$ cat src/rtl/cgr_pkg.sv
package cgr_pkg;
    localparam logic [7:0] CGR_OFS_OE      = 8'h00;
    localparam logic [7:0] CGR_OFS_SPREAD  = 8'h01;
    localparam logic [7:0] CGR_OFS_SLEW    = 8'h02;
    localparam logic [7:0] CGR_OFS_REF     = 8'h03;
    localparam logic [7:0] CGR_OFS_RSVD4   = 8'h04;
    localparam logic [7:0] CGR_OFS_REVVEN  = 8'h05;
    localparam logic [7:0] CGR_OFS_DEVTYPE = 8'h06;

    localparam int CGR_OE_POS     = 1;
    localparam int CGR_SWSEL_POS  = 5;
    localparam int CGR_SWSPR_POS  = 3;
    localparam int CGR_SWING_POS  = 0;
    localparam int CGR_SLEW_POS   = 1;
    localparam int CGR_RSLEW_POS  = 6;
    localparam int CGR_PDRUN_POS  = 5;
    localparam int CGR_REFOE_POS  = 4;

    localparam logic [1:0] CGR_OE_RST     = 2'h3;
    localparam logic       CGR_SWSEL_RST  = 1'b0;
    localparam logic [1:0] CGR_SWSPR_RST  = 2'h0;
    localparam logic [1:0] CGR_SWING_RST  = 2'h2;
    localparam logic [1:0] CGR_SLEW_RST   = 2'h3;
    localparam logic [1:0] CGR_RSLEW_RST  = 2'h1;
    localparam logic       CGR_PDRUN_RST  = 1'b0;
    localparam logic       CGR_REFOE_RST  = 1'b1;
    localparam logic [7:0] CGR_RSVD4_VAL  = 8'h40;

    // bus address is 1101_0, strap bit, 0
    localparam logic [4:0] CGR_ADDR_HI    = 5'h1A;
    localparam logic [7:0] CGR_RD_COUNT   = 8'h08;

    // spread amount presented to the analog side
    localparam logic [1:0] CGR_SPR_OFF    = 2'h0;
    localparam logic [1:0] CGR_SPR_Q      = 2'h1;
    localparam logic [1:0] CGR_SPR_H      = 2'h2;

    typedef enum logic [2:0] {
        CGR_ST_IDLE  = 3'h0,
        CGR_ST_ADDR  = 3'h1,
        CGR_ST_LOC   = 3'h3,
        CGR_ST_WCNT  = 3'h2,
        CGR_ST_WDATA = 3'h6,
        CGR_ST_RCNT  = 3'h7,
        CGR_ST_RDATA = 3'h5,
        CGR_ST_IGN   = 3'h4
    } cgr_state_t;
endpackage : cgr_pkg

$ cat src/rtl/cgr_regs.sv
`timescale 1ns/10ps
module cgr_regs
    import cgr_pkg::*;
#(
    parameter logic [3:0] REV_CODE  = 4'h5,  // arbitrary value
    parameter logic [3:0] VEND_CODE = 4'hA,  // arbitrary value
    parameter logic [1:0] DEV_CLASS = 2'h0,  // clock generator
    parameter logic [5:0] DEV_CODE  = 6'h15  // arbitrary value
) (
    input  wire logic       i_clk,
    input  wire logic       i_rst_n,
    input  wire logic       i_scl,
    input  wire logic       i_sda,
    output logic            o_sda,
    output logic            o_sda_oe_n,
    input  wire logic       i_addr_strap,
    input  wire logic [1:0] i_spread_strap,
    input  wire logic [1:0] i_out_en_n,
    input  wire logic       i_power_down,
    input  wire logic [1:0] i_stop_state,
    output logic [1:0]      o_diff_run,
    output logic            o_diff_stop_true,
    output logic            o_diff_stop_comp,
    output logic            o_diff_stop_hiz,
    output logic [1:0]      o_spread_amount,
    output logic [1:0]      o_swing_sel,
    output logic [1:0]      o_out_fast_edge,
    output logic [1:0]      o_ref_edge_rate,
    output logic            o_ref_run,
    output logic            o_ref_stop_high,
    output logic            o_ref_stop_hiz
);
    // ----------------------------------------
    // pin synchronisers
    // ----------------------------------------
    localparam int NPIN = 5;
    logic [NPIN-1:0] pin_raw;
    logic [NPIN-1:0] s1_q;
    logic [NPIN-1:0] s2_q;
    logic [NPIN-1:0] s3_q;
    logic [NPIN-1:0] flt_q;
    logic            scl_prev_q;
    logic            sda_prev_q;
    assign pin_raw = {i_power_down, i_out_en_n, i_sda, i_scl};
    genvar gi;
    generate
        for (gi = 0; gi < NPIN; gi++) begin : g_sync
            always_ff @(posedge i_clk or negedge i_rst_n) begin
                if (!i_rst_n) begin
                    s1_q[gi]  <= 1'b1;
                    s2_q[gi]  <= 1'b1;
                    s3_q[gi]  <= 1'b1;
                    flt_q[gi] <= 1'b1;
                end else begin
                    s1_q[gi] <= pin_raw[gi];
                    s2_q[gi] <= s1_q[gi];
                    s3_q[gi] <= s2_q[gi];
                    if (s2_q[gi] == s3_q[gi]) begin
                        flt_q[gi] <= s2_q[gi];
                    end
                end
            end
        end
    endgenerate
    logic       scl_f;
    logic       sda_f;
    logic [1:0] oe_pin_n_f;
    logic       pd_f;
    assign scl_f      = flt_q[0];
    assign sda_f      = flt_q[1];
    assign oe_pin_n_f = flt_q[3:2];
    assign pd_f       = flt_q[4];
    always_ff @(posedge i_clk or negedge i_rst_n) begin
        if (!i_rst_n) begin
            scl_prev_q <= 1'b1;
            sda_prev_q <= 1'b1;
        end else begin
            scl_prev_q <= scl_f;
            sda_prev_q <= sda_f;
        end
    end
    logic scl_rise;
    logic scl_fall;
    logic bus_start;
    logic bus_stop;
    assign scl_rise  = scl_f & ~scl_prev_q;
    assign scl_fall  = ~scl_f & scl_prev_q;
    assign bus_start = scl_f & scl_prev_q & sda_prev_q & ~sda_f;
    assign bus_stop  = scl_f & scl_prev_q & ~sda_prev_q & sda_f;
    // ----------------------------------------
    // strap capture after reset release
    // ----------------------------------------
    logic       strap_done_q;
    logic       addr_strap_q;
    logic [1:0] spread_rb_q;
    always_ff @(posedge i_clk or negedge i_rst_n) begin
        if (!i_rst_n) begin
            strap_done_q <= 1'b0;
            addr_strap_q <= 1'b0;
            spread_rb_q  <= 2'h0;
        end else if (!strap_done_q) begin
            strap_done_q <= 1'b1;
            addr_strap_q <= i_addr_strap;
            spread_rb_q  <= i_spread_strap;
        end
    end
    // ----------------------------------------
    // register bytes
    // ----------------------------------------
    logic [1:0] oe_bits_q;
    logic       sw_sel_q;
    logic [1:0] sw_spread_q;
    logic [1:0] swing_q;
    logic [1:0] slew_q;
    logic [1:0] ref_slew_q;
    logic       pd_run_q;
    logic       ref_oe_q;
    logic       wr_stb_q;
    logic [7:0] wr_ptr_q;
    logic [7:0] wr_data_q;
    always_ff @(posedge i_clk or negedge i_rst_n) begin
        if (!i_rst_n) begin
            oe_bits_q   <= CGR_OE_RST;
            sw_sel_q    <= CGR_SWSEL_RST;
            sw_spread_q <= CGR_SWSPR_RST;
            swing_q     <= CGR_SWING_RST;
            slew_q      <= CGR_SLEW_RST;
            ref_slew_q  <= CGR_RSLEW_RST;
            pd_run_q    <= CGR_PDRUN_RST;
            ref_oe_q    <= CGR_REFOE_RST;
        end else if (wr_stb_q) begin
            case (wr_ptr_q)
                CGR_OFS_OE: begin
                    oe_bits_q <= wr_data_q[CGR_OE_POS +: 2];
                end
                CGR_OFS_SPREAD: begin
                    sw_sel_q    <= wr_data_q[CGR_SWSEL_POS];
                    sw_spread_q <= wr_data_q[CGR_SWSPR_POS +: 2];
                    swing_q     <= wr_data_q[CGR_SWING_POS +: 2];
                end
                CGR_OFS_SLEW: begin
                    slew_q <= wr_data_q[CGR_SLEW_POS +: 2];
                end
                CGR_OFS_REF: begin
                    ref_slew_q <= wr_data_q[CGR_RSLEW_POS +: 2];
                    pd_run_q   <= wr_data_q[CGR_PDRUN_POS];
                    ref_oe_q   <= wr_data_q[CGR_REFOE_POS];
                end
                default: ;
            endcase
        end
    end
    function automatic logic [7:0] rd_byte(input logic [7:0] ptr);
        case (ptr)
            CGR_OFS_OE:      rd_byte = {5'h00, oe_bits_q, 1'b0};
            CGR_OFS_SPREAD:  rd_byte = {spread_rb_q, sw_sel_q, sw_spread_q, 1'b1, swing_q};
            CGR_OFS_SLEW:    rd_byte = {5'h1F, slew_q, 1'b1};
            CGR_OFS_REF:     rd_byte = {ref_slew_q, pd_run_q, ref_oe_q, 4'hF};
            CGR_OFS_RSVD4:   rd_byte = CGR_RSVD4_VAL;
            CGR_OFS_REVVEN:  rd_byte = {REV_CODE, VEND_CODE};
            CGR_OFS_DEVTYPE: rd_byte = {DEV_CLASS, DEV_CODE};
            default:         rd_byte = 8'h00;
        endcase
    endfunction : rd_byte
    // ----------------------------------------
    // smbus block engine
    // ----------------------------------------
    cgr_state_t st_q;
    cgr_state_t nxt_q;
    logic [3:0] cnt_q;
    logic [7:0] sh_q;
    logic [7:0] ptr_q;
    logic [7:0] wleft_q;
    logic       ack_q;
    logic       mack_q;
    logic       drv_q;
    logic       tx;
    logic       active;
    logic [7:0] rd_now;
    assign tx     = (st_q == CGR_ST_RCNT) || (st_q == CGR_ST_RDATA);
    assign active = (st_q != CGR_ST_IDLE) && (st_q != CGR_ST_IGN);
    always_comb rd_now = rd_byte(ptr_q);
    always_ff @(posedge i_clk or negedge i_rst_n) begin
        if (!i_rst_n) begin
            st_q      <= CGR_ST_IDLE;
            nxt_q     <= CGR_ST_IDLE;
            cnt_q     <= 4'h0;
            sh_q      <= 8'h00;
            ptr_q     <= 8'h00;
            wleft_q   <= 8'h00;
            ack_q     <= 1'b0;
            mack_q    <= 1'b0;
            drv_q     <= 1'b0;
            wr_stb_q  <= 1'b0;
            wr_ptr_q  <= 8'h00;
            wr_data_q <= 8'h00;
        end else begin
            wr_stb_q <= 1'b0;
            if (bus_start) begin
                st_q  <= CGR_ST_ADDR;
                cnt_q <= 4'h0;
                ack_q <= 1'b0;
                drv_q <= 1'b0;
            end else if (bus_stop) begin
                st_q  <= CGR_ST_IDLE;
                ack_q <= 1'b0;
                drv_q <= 1'b0;
            end else if (scl_rise && active) begin
                if (tx) begin
                    if (cnt_q < 4'h8) begin
                        cnt_q <= cnt_q + 4'h1;
                    end else begin
                        ack_q  <= 1'b1;
                        mack_q <= ~sda_f;
                    end
                end else if (cnt_q < 4'h8) begin
                    sh_q  <= {sh_q[6:0], sda_f};
                    cnt_q <= cnt_q + 4'h1;
                end
            end else if (scl_fall && active) begin
                if (ack_q) begin
                    ack_q <= 1'b0;
                    cnt_q <= 4'h0;
                    drv_q <= 1'b0;
                    if (tx && !mack_q) begin
                        // host nack ends the read
                        st_q <= CGR_ST_IGN;
                    end else if (tx) begin
                        st_q  <= CGR_ST_RDATA;
                        sh_q  <= rd_now;
                        drv_q <= ~rd_now[7];
                        ptr_q <= ptr_q + 8'h01;
                    end else if (nxt_q == CGR_ST_RCNT) begin
                        st_q  <= CGR_ST_RCNT;
                        sh_q  <= CGR_RD_COUNT;
                        drv_q <= ~CGR_RD_COUNT[7];
                    end else begin
                        st_q <= nxt_q;
                    end
                end else if (tx) begin
                    drv_q <= (cnt_q < 4'h8) ? ~sh_q[3'(4'h7 - cnt_q)] : 1'b0;
                end else if (cnt_q == 4'h8) begin
                    ack_q <= 1'b1;
                    drv_q <= 1'b1;
                    case (st_q)
                        CGR_ST_ADDR: begin
                            if (sh_q[7:1] == {CGR_ADDR_HI, addr_strap_q, 1'b0}) begin
                                nxt_q <= sh_q[0] ? CGR_ST_RCNT : CGR_ST_LOC;
                            end else begin
                                nxt_q <= CGR_ST_IGN;
                                drv_q <= 1'b0;
                            end
                        end
                        CGR_ST_LOC: begin
                            ptr_q <= sh_q;
                            nxt_q <= CGR_ST_WCNT;
                        end
                        CGR_ST_WCNT: begin
                            wleft_q <= sh_q;
                            nxt_q   <= CGR_ST_WDATA;
                        end
                        default: begin
                            if (wleft_q != 8'h00) begin
                                wr_stb_q  <= 1'b1;
                                wr_ptr_q  <= ptr_q;
                                wr_data_q <= sh_q;
                                ptr_q     <= ptr_q + 8'h01;
                                wleft_q   <= wleft_q - 8'h01;
                                nxt_q     <= CGR_ST_WDATA;
                            end else begin
                                nxt_q <= CGR_ST_IGN;
                                drv_q <= 1'b0;
                            end
                        end
                    endcase
                end
            end
        end
    end

    // ----------------------------------------
    // control outputs
    // ----------------------------------------
    logic [1:0] spread_code;
    logic [1:0] spread_d;
    // spread source select
    // readback 01 and 10 enter swapped so they share the software decode
    assign spread_code = sw_sel_q ? sw_spread_q : {spread_rb_q[0], spread_rb_q[1]};
    assign spread_d = !spread_code[0] ? CGR_SPR_OFF : (spread_code[1] ? CGR_SPR_H : CGR_SPR_Q);
    always_ff @(posedge i_clk or negedge i_rst_n) begin
        if (!i_rst_n) begin
            o_sda            <= 1'b0;
            o_sda_oe_n       <= 1'b1;
            o_diff_run       <= 2'h0;
            o_diff_stop_true <= 1'b0;
            o_diff_stop_comp <= 1'b0;
            o_diff_stop_hiz  <= 1'b0;
            o_spread_amount  <= CGR_SPR_OFF;
            o_swing_sel      <= CGR_SWING_RST;
            o_out_fast_edge  <= CGR_SLEW_RST;
            o_ref_edge_rate  <= CGR_RSLEW_RST;
            o_ref_run        <= 1'b0;
            o_ref_stop_high  <= 1'b0;
            o_ref_stop_hiz   <= 1'b0;
        end else begin
            o_sda      <= 1'b0;
            o_sda_oe_n <= ~drv_q;
            o_diff_run <= oe_bits_q & ~oe_pin_n_f;
            o_diff_stop_true <= (i_stop_state == 2'h2);
            o_diff_stop_comp <= (i_stop_state == 2'h3);
            o_diff_stop_hiz  <= (i_stop_state == 2'h1);
            o_spread_amount  <= spread_d;
            o_swing_sel <= swing_q;
            o_out_fast_edge <= slew_q;
            o_ref_edge_rate <= ref_slew_q;
            o_ref_run <= ref_oe_q & (~pd_f | pd_run_q);
            o_ref_stop_high <= (i_stop_state == 2'h3);
            o_ref_stop_hiz  <= (i_stop_state == 2'h1);
        end
    end
endmodule : cgr_regs

$ cat config.mk
export PLATFORM = sky130hd
export DESIGN_NAME = cgr_regs
export DESIGN_NICKNAME = d
export VERILOG_FILES = /design/src/rtl/cgr_pkg.sv /design/src/rtl/cgr_regs.sv
export SDC_FILE = /design/constraint.sdc
export NUM_CORES = 1
export LEC_CHECK = 0
export BUFFER_PORTS_ARGS = -buffer_cell sky130_fd_sc_hd__clkbuf_2
export CORE_AREA = 2 2 95 97
export DETAILED_ROUTE_END_ITERATION = 8
export DIE_AREA = 0 0 97 99
export GPL_ROUTABILITY_DRIVEN = 0
export MAX_ROUTING_LAYER = met4
export PLACE_DENSITY = 0.77
export RECOVER_POWER = 25
export SETUP_SLACK_MARGIN = 0.02
export SLEW_MARGIN = 20
export SYNTH_ARGS = -nofsm -noshare
export SYNTH_HDL_FRONTEND = slang
export SYNTH_SLANG_ARGS = --single-unit
$ cat constraint.sdc
create_clock -name i_clk -period 2.7 [get_ports i_clk]
set_input_delay 0.27 -clock i_clk [delete_from_list [all_inputs] [get_ports i_clk]]
set_output_delay 0.27 -clock i_clk [all_outputs]
set_load 0.05 [all_outputs]
**Word level (Yosys, flattened, before mapping)**

Index checks and enable logic that the tools add are counted.

- Flip-flop bits (word level): 108
- Output and inout bits: 18
- Bits of input ports: 12
- Word-level logic and storage cells: 238

- Add/sub/neg operators: 4
- Reductions and logical operators: 40
- Equality and inequality tests: 38
- Mux-type cells: 72
- Bitwise logic cells: 27
- Magnitude comparators: 2

Operator list:

| operator | number |
|---|---|
| two-way mux 8 bit | 15 |
| one-hot mux 8 bit (7 select lines) | 1 |
| equality test 8 x 2 -> 1 bit, second input constant | 4 |
| one-hot mux 8 bit (2 select lines) | 2 |
| two-way mux 1 bit | 31 |
| two-way mux 3 bit | 10 |
| equality test 8 x 3 -> 1 bit, second input constant | 3 |
| two-way mux 4 bit | 6 |
| nonzero test 3 bit | 7 |
| AND reduction 9 bit | 2 |
| equality test 8 x 1 -> 1 bit, second input constant | 2 |
| zero test 8 bit | 2 |
| NOT 1 bit | 16 |
| != test 2 bit, second input constant | 5 |
| AND reduction 10 bit | 1 |
| equality test 3 bit, second input constant | 3 |
| one-hot mux 3 bit (3 select lines) | 1 |
| AND reduction 3 bit | 3 |
| adder 8 x 1 -> 8 bit, second input constant | 1 |
| bitwise AND 1 bit | 8 |
| two-way mux 2 bit | 4 |
| != test 4 bit, second input constant | 2 |
| AND reduction 2 bit | 4 |
| AND reduction 8 bit | 1 |
| other kinds (32) | 49 |

**Longest topological paths before layout**

- Depth in word-level cells: 11
- Gate-level depth with buffers: 8
- Mapped depth without buffers: 7

**Worst setup path before layout**

No wires, ideal clock.

- Kind: register to register
- Start: reg wleft_q[0]
- End: reg wr_data_q[1]
- Setup time: 125 ps
- Required time: 2575 ps
- Buffers on the path: 1
- Arrival time: 1830 ps
- Slack: 745 ps
- Clock period less this slack: 1955 ps
- Cell stages (with the launch flop): 8
- Cell sequence: dfrtp_1 > inv_1 > ha_1 > nor4b_4 > nand2_1 > nor4b_4 > buf_6 > mux2_4

- Cells in the longest elaborated chain, start to end: 2

Ends and longest elaborated chain:

| item | line | RTL |
|---|---|---|
| start: declaration | cgr_regs.sv:173 | `logic [7:0] wleft_q;` |
| start signal: assignment | cgr_regs.sv:259 | `wleft_q <= sh_q;` |
| start signal: assignment | cgr_regs.sv:268 | `wleft_q <= wleft_q - 8'h01;` |
| nonzero test 8 bit | cgr_regs.sv:263 | `if (wleft_q != 8'h00) begin` |
| AND reduction 9 bit (no source line) | n/a |  |
| end signal: assignment | cgr_regs.sv:266 | `wr_data_q <= sh_q;` |
| end: declaration | cgr_regs.sv:120 | `logic [7:0] wr_data_q;` |

No other way between the ends.
A chain may end at the register's enable or synchronous reset.

**Worst setup path after layout**

- Start: reg wleft_q[0]
- End: reg wleft_q[0]

- Cells in the longest elaborated chain, start to end: 3
- Elaborated cells between the ends (all ways): 6
- Classes of those cells: add/sub: 1; mux: 2; reduce/logical: 3

Ends and longest elaborated chain:

| item | line |
|---|---|
| subtractor 8 x 1 -> 8 bit or nonzero test 8 bit (tied branches) | cgr_regs.sv:268, cgr_regs.sv:263 |
| two-way mux 8 bit or nonzero test 2 bit (tied branches) | n/a |
| one-hot mux 8 bit (2 select lines) or AND reduction 9 bit (tied branches) | n/a |

Several ways; a longest one is shown, not always the timed one. The select of a mux whose other input is x is not followed.

==> metrics.md <==
| Metric | Value |
|---|---|
| Outcome | `finished clean` |
| Clock buffer depth | `2` |
| Crit share post-route | `0.8255` |
| Clock transition at the registers of the reported paths | `0.11 ns` |
| Clk_skew | `0.008665 ns` |
| Register area share after synthesis | `0.5463` |
| Critical path cell sequence | `inv_1 > ha_1 > nor4b_4 > nand2_1 > o2111ai_2 > nor3_1 > a211o_1` |
| Yosys top cell by area | `dfrtp_1` |
| Total negative setup slack | `0 ns` |
| Reg2reg end | `wleft_q[0]` |
| Leak | `0.002452 uW` |
| Final hold viol count | `0` |
| RSZ-0062 raised after global routing | `no` |
| Commonest non-fill, non-tap cells in the layout | `dfrtp_1 (74), o21ai_0 (38), nand2_1 (32)` |
| Commonest non-fill, non-tap cell in the layout | `dfrtp_1` |
| Vias in the first global route | `3550` |
| Post-synthesis simple-gate area fraction | `0.1370` |
| Reg area | `2745 sq um` |
| Worst EP arrival | `2.51 ns` |
| Syn Inst Count | `433` |
| Nets | `488` |
| Hold Path Depth | `2` |
| Drt wl/cell | `17.47 um` |
| Slew Limit Headroom | `0.5786` |
| Final setup violation count | `0` |
| Crit. End Element | `flop` |
| Worst Setup SP | `wleft_q[0]` |
| Util after Layout | `0.6475` |
| I/O Buffers | `28` |
| Post-Synthesis Cell Area | `5025 sq um` |
| Total clock buffers created by CTS | `9` |
| Reg2reg start | `wleft_q[0]` |
| Later-pin clock latency in the skew report | `0.38 ns` |
| Top delay family on crit path | `compound AO/OA/AOI/OAI gates` |
| Ranking of synthesized cells by area | `dfrtp_1 (37%), dfstp_2 (18%), mux2_2 (6.9%), o21ai_0 (3.8%), mux2_4 (2.4%)` |
| Fraction of registers with async set/reset | `1.000` |
| DRC viols | `0` |
| Syn Area/Cell | `11.60 sq um` |
| R2r worst-path depth | `7` |
| Max-cap violations | `0` |
| Largest net degree at the start of global routing | `51` |
| Drt via density | `6.103` |
| TritonCTS clock tree | `built` |
| HPWL after DPL | `7.043 mm` |
| Rows | `34` |
| Yosys warns | `0` |
| Ys flop type | `dfrtp_1` |
| Least-Margin Pin Slew | `0.6321 ns` |
| Main combinational cell family by area after synthesis | `compound AO/OA/AOI/OAI gates` |
| Post-synthesis register bit count | `108` |
| Max Clk Rate | `0.4487 GHz` |
| Synth Area in Compound Gates | `0.1372` |
| VDD IR max | `0.0002819 V` |
| Ports | `30` |
| EDFF count, synth | `0` |
| CP required | `2.98 ns` |
| First-pass GRT wire length | `17.24 mm` |
| Fill cells | `666` |
| Clock sink count | `108` |
| Post-Route WL | `10.17 mm` |
| Fin crit period | `2.229 ns` |
| Worst Path Buf+Inv | `1` |
| Critical Path Source Type | `flop` |
| H-tree levels | `3` |
| Area delta synth->final | `10.18%` |
| Final ANT Viol Nets | `0` |
| Pins Over Slew Limit | `0` |
| DRT Pass-1 Iters | `5` |
| Post-CTS Resized | `0` |
| CP max-delay cell | `o2111ai_2` |
| Post-synthesis adder-cell area fraction | `0.02739` |
| Setup Crit Path Kind | `flop to flop` |
| Endpoint, Worst Hold | `o_ref_stop_hiz` |
| DIE AREA | `9603 sq um` |
| Chip width | `97 um` |
| CTS Root Cell | `clkbuf_8` |
| Synth top area share | `0.3685` |
| CP peak stage delay | `0.59 ns` |
| CORE AREA | `8551 sq um` |
| Netlist cell types | `64` |
| Starting Density | `0.5876` |
| Share of layout cells above drive strength 1 | `0.2616` |
| Worst reg-to-reg setup slack | `0.47 ns` |
| Worst Hold Class | `input port to flop` |
| Post-Synth XOR/XNOR Area | `0.005229` |
| Mux contribution to synthesized area | `0.1130` |
| Initial antenna violation count | `0` |
| DRT iter0 DRCs | `212` |
| Grt total ovfl | `0` |
| Pwr Density | `540.4 nW/um^2` |
| Hold Crit Start | `i_stop_state[1]` |
| Via count | `3552` |
| Die Ht | `99 um` |
| # diodes | `0` |
| Footprint of the multi-input gates | `2123 sq um` |
| Tot GR Track Use | `0.2310` |
| Crit Path Max Fanout | `16` |
| Syn_nets | `452` |
==> worst max-delay path by stage <==
stage | depth (start not counted) | end
after floorplan | 7 | wr_data_q[1]
after global placement | 6 | ptr_q[0]
after detailed placement | 7 | wleft_q[0]
after CTS | 7 | wleft_q[0]
after global routing | 7 | wleft_q[0]
final | 7 | wleft_q[0]
==> where the power goes <==
group	internal, uW	switching, uW	leakage, uW	total, uW
registers	1690	93.7	0.00137	1780
clock network	368	612	0.0000994	981
logic	97.8	130	0.000986	228
total	2160	836	0.00245	2990
==> metal layers <==
layer | global-route usage | share of wire | vias to the layer above
met4 | 0.08884 | 0.021 | 0
met2 | 0.3472 | 0.47 | 102
met3 | 0.05035 | 0.050 | 15
li1 | - | - | 1645
met1 | 0.3106 | 0.46 | 1790
met5 | - | 0 | -
==> registers in the layout, summed over array words and instances, names as in the netlist, 4 cells and up <==
register	cells
cnt_q	4
s1_q	5
s2_q	5
wr_data_q	8
s3_q	5
wleft_q	8
wr_ptr_q	8
ptr_q	8
sh_q	8
==> cell families (layout without fill, tap and decap cells) <==
family / after synthesis / in the layout
buf+inv: 31 / 72
compound gates: 105 / 105
flops: 108 / 108
fa+ha+maj: 12 / 12
xor+xnor: 3 / 3
mux: 46 / 46
other cells: 2 / 2
simple gates: 126 / 126
==> final cells by class <==
cell class | count | share of cell area
sequential | 108 | 0.4958
multi-input combinational | 294 | 0.3835
timing repair buffer | 43 | 0.05062
tap | 108 | 0.02441
clock buffer | 9 | 0.02237
clock inverter | 7 | 0.01446
inverter | 13 | 0.008814
==> cells in the mapped netlist, types with 3 or more instances <==
cell type  count
dfrtp_1       74
o21ai_0       38
dfstp_2       34
nand2_1       32
mux2_2        31
nor2_1        29
a21oi_1       13
inv_1         13
nand3_1       11
nor3_1        10
mux2_4         8
a22o_1         7
buf_2          7
ha_1           7
nand2b_1       6
nor2b_1        6
a221oi_1       5
and3_1         5
maj3_1         5
mux2i_1        5
o22ai_1        5
buf_4          4
clkbuf_1       4
o21ai_1        4
a2bb2oi_1      3
a31oi_1        3
and2_1         3
and2b_1        3
buf_6          3
nand4_1        3
nor4_1         3
nor4b_4        3
o21bai_1       3
o31ai_1        3
==> metrics by stage <==
stage	hold slack (ns)	instances	setup slack (ns)	instance area [sq um]	power, uW
detailed placement	0.2524	560	0.4732	5275	2035
global route	0.05865	582	0.2661	5537	3113
floorplan	-0.02559	433	0.7447	5025	1955
finish	0.07214	582	0.4712	5537	2992
CTS	0.03681	582	0.4628	5539	3019
global placement	0.2515	560	0.5819	5275	2027
==> timing repair <==
| item | CTS | global route |
|---|---|---|
| hold buffers | 6 | 0 |
| buffers inserted | 0 | 0 |
| hold endpoints to repair | 35 | 0 |
(Power assumes the default switching activity.)
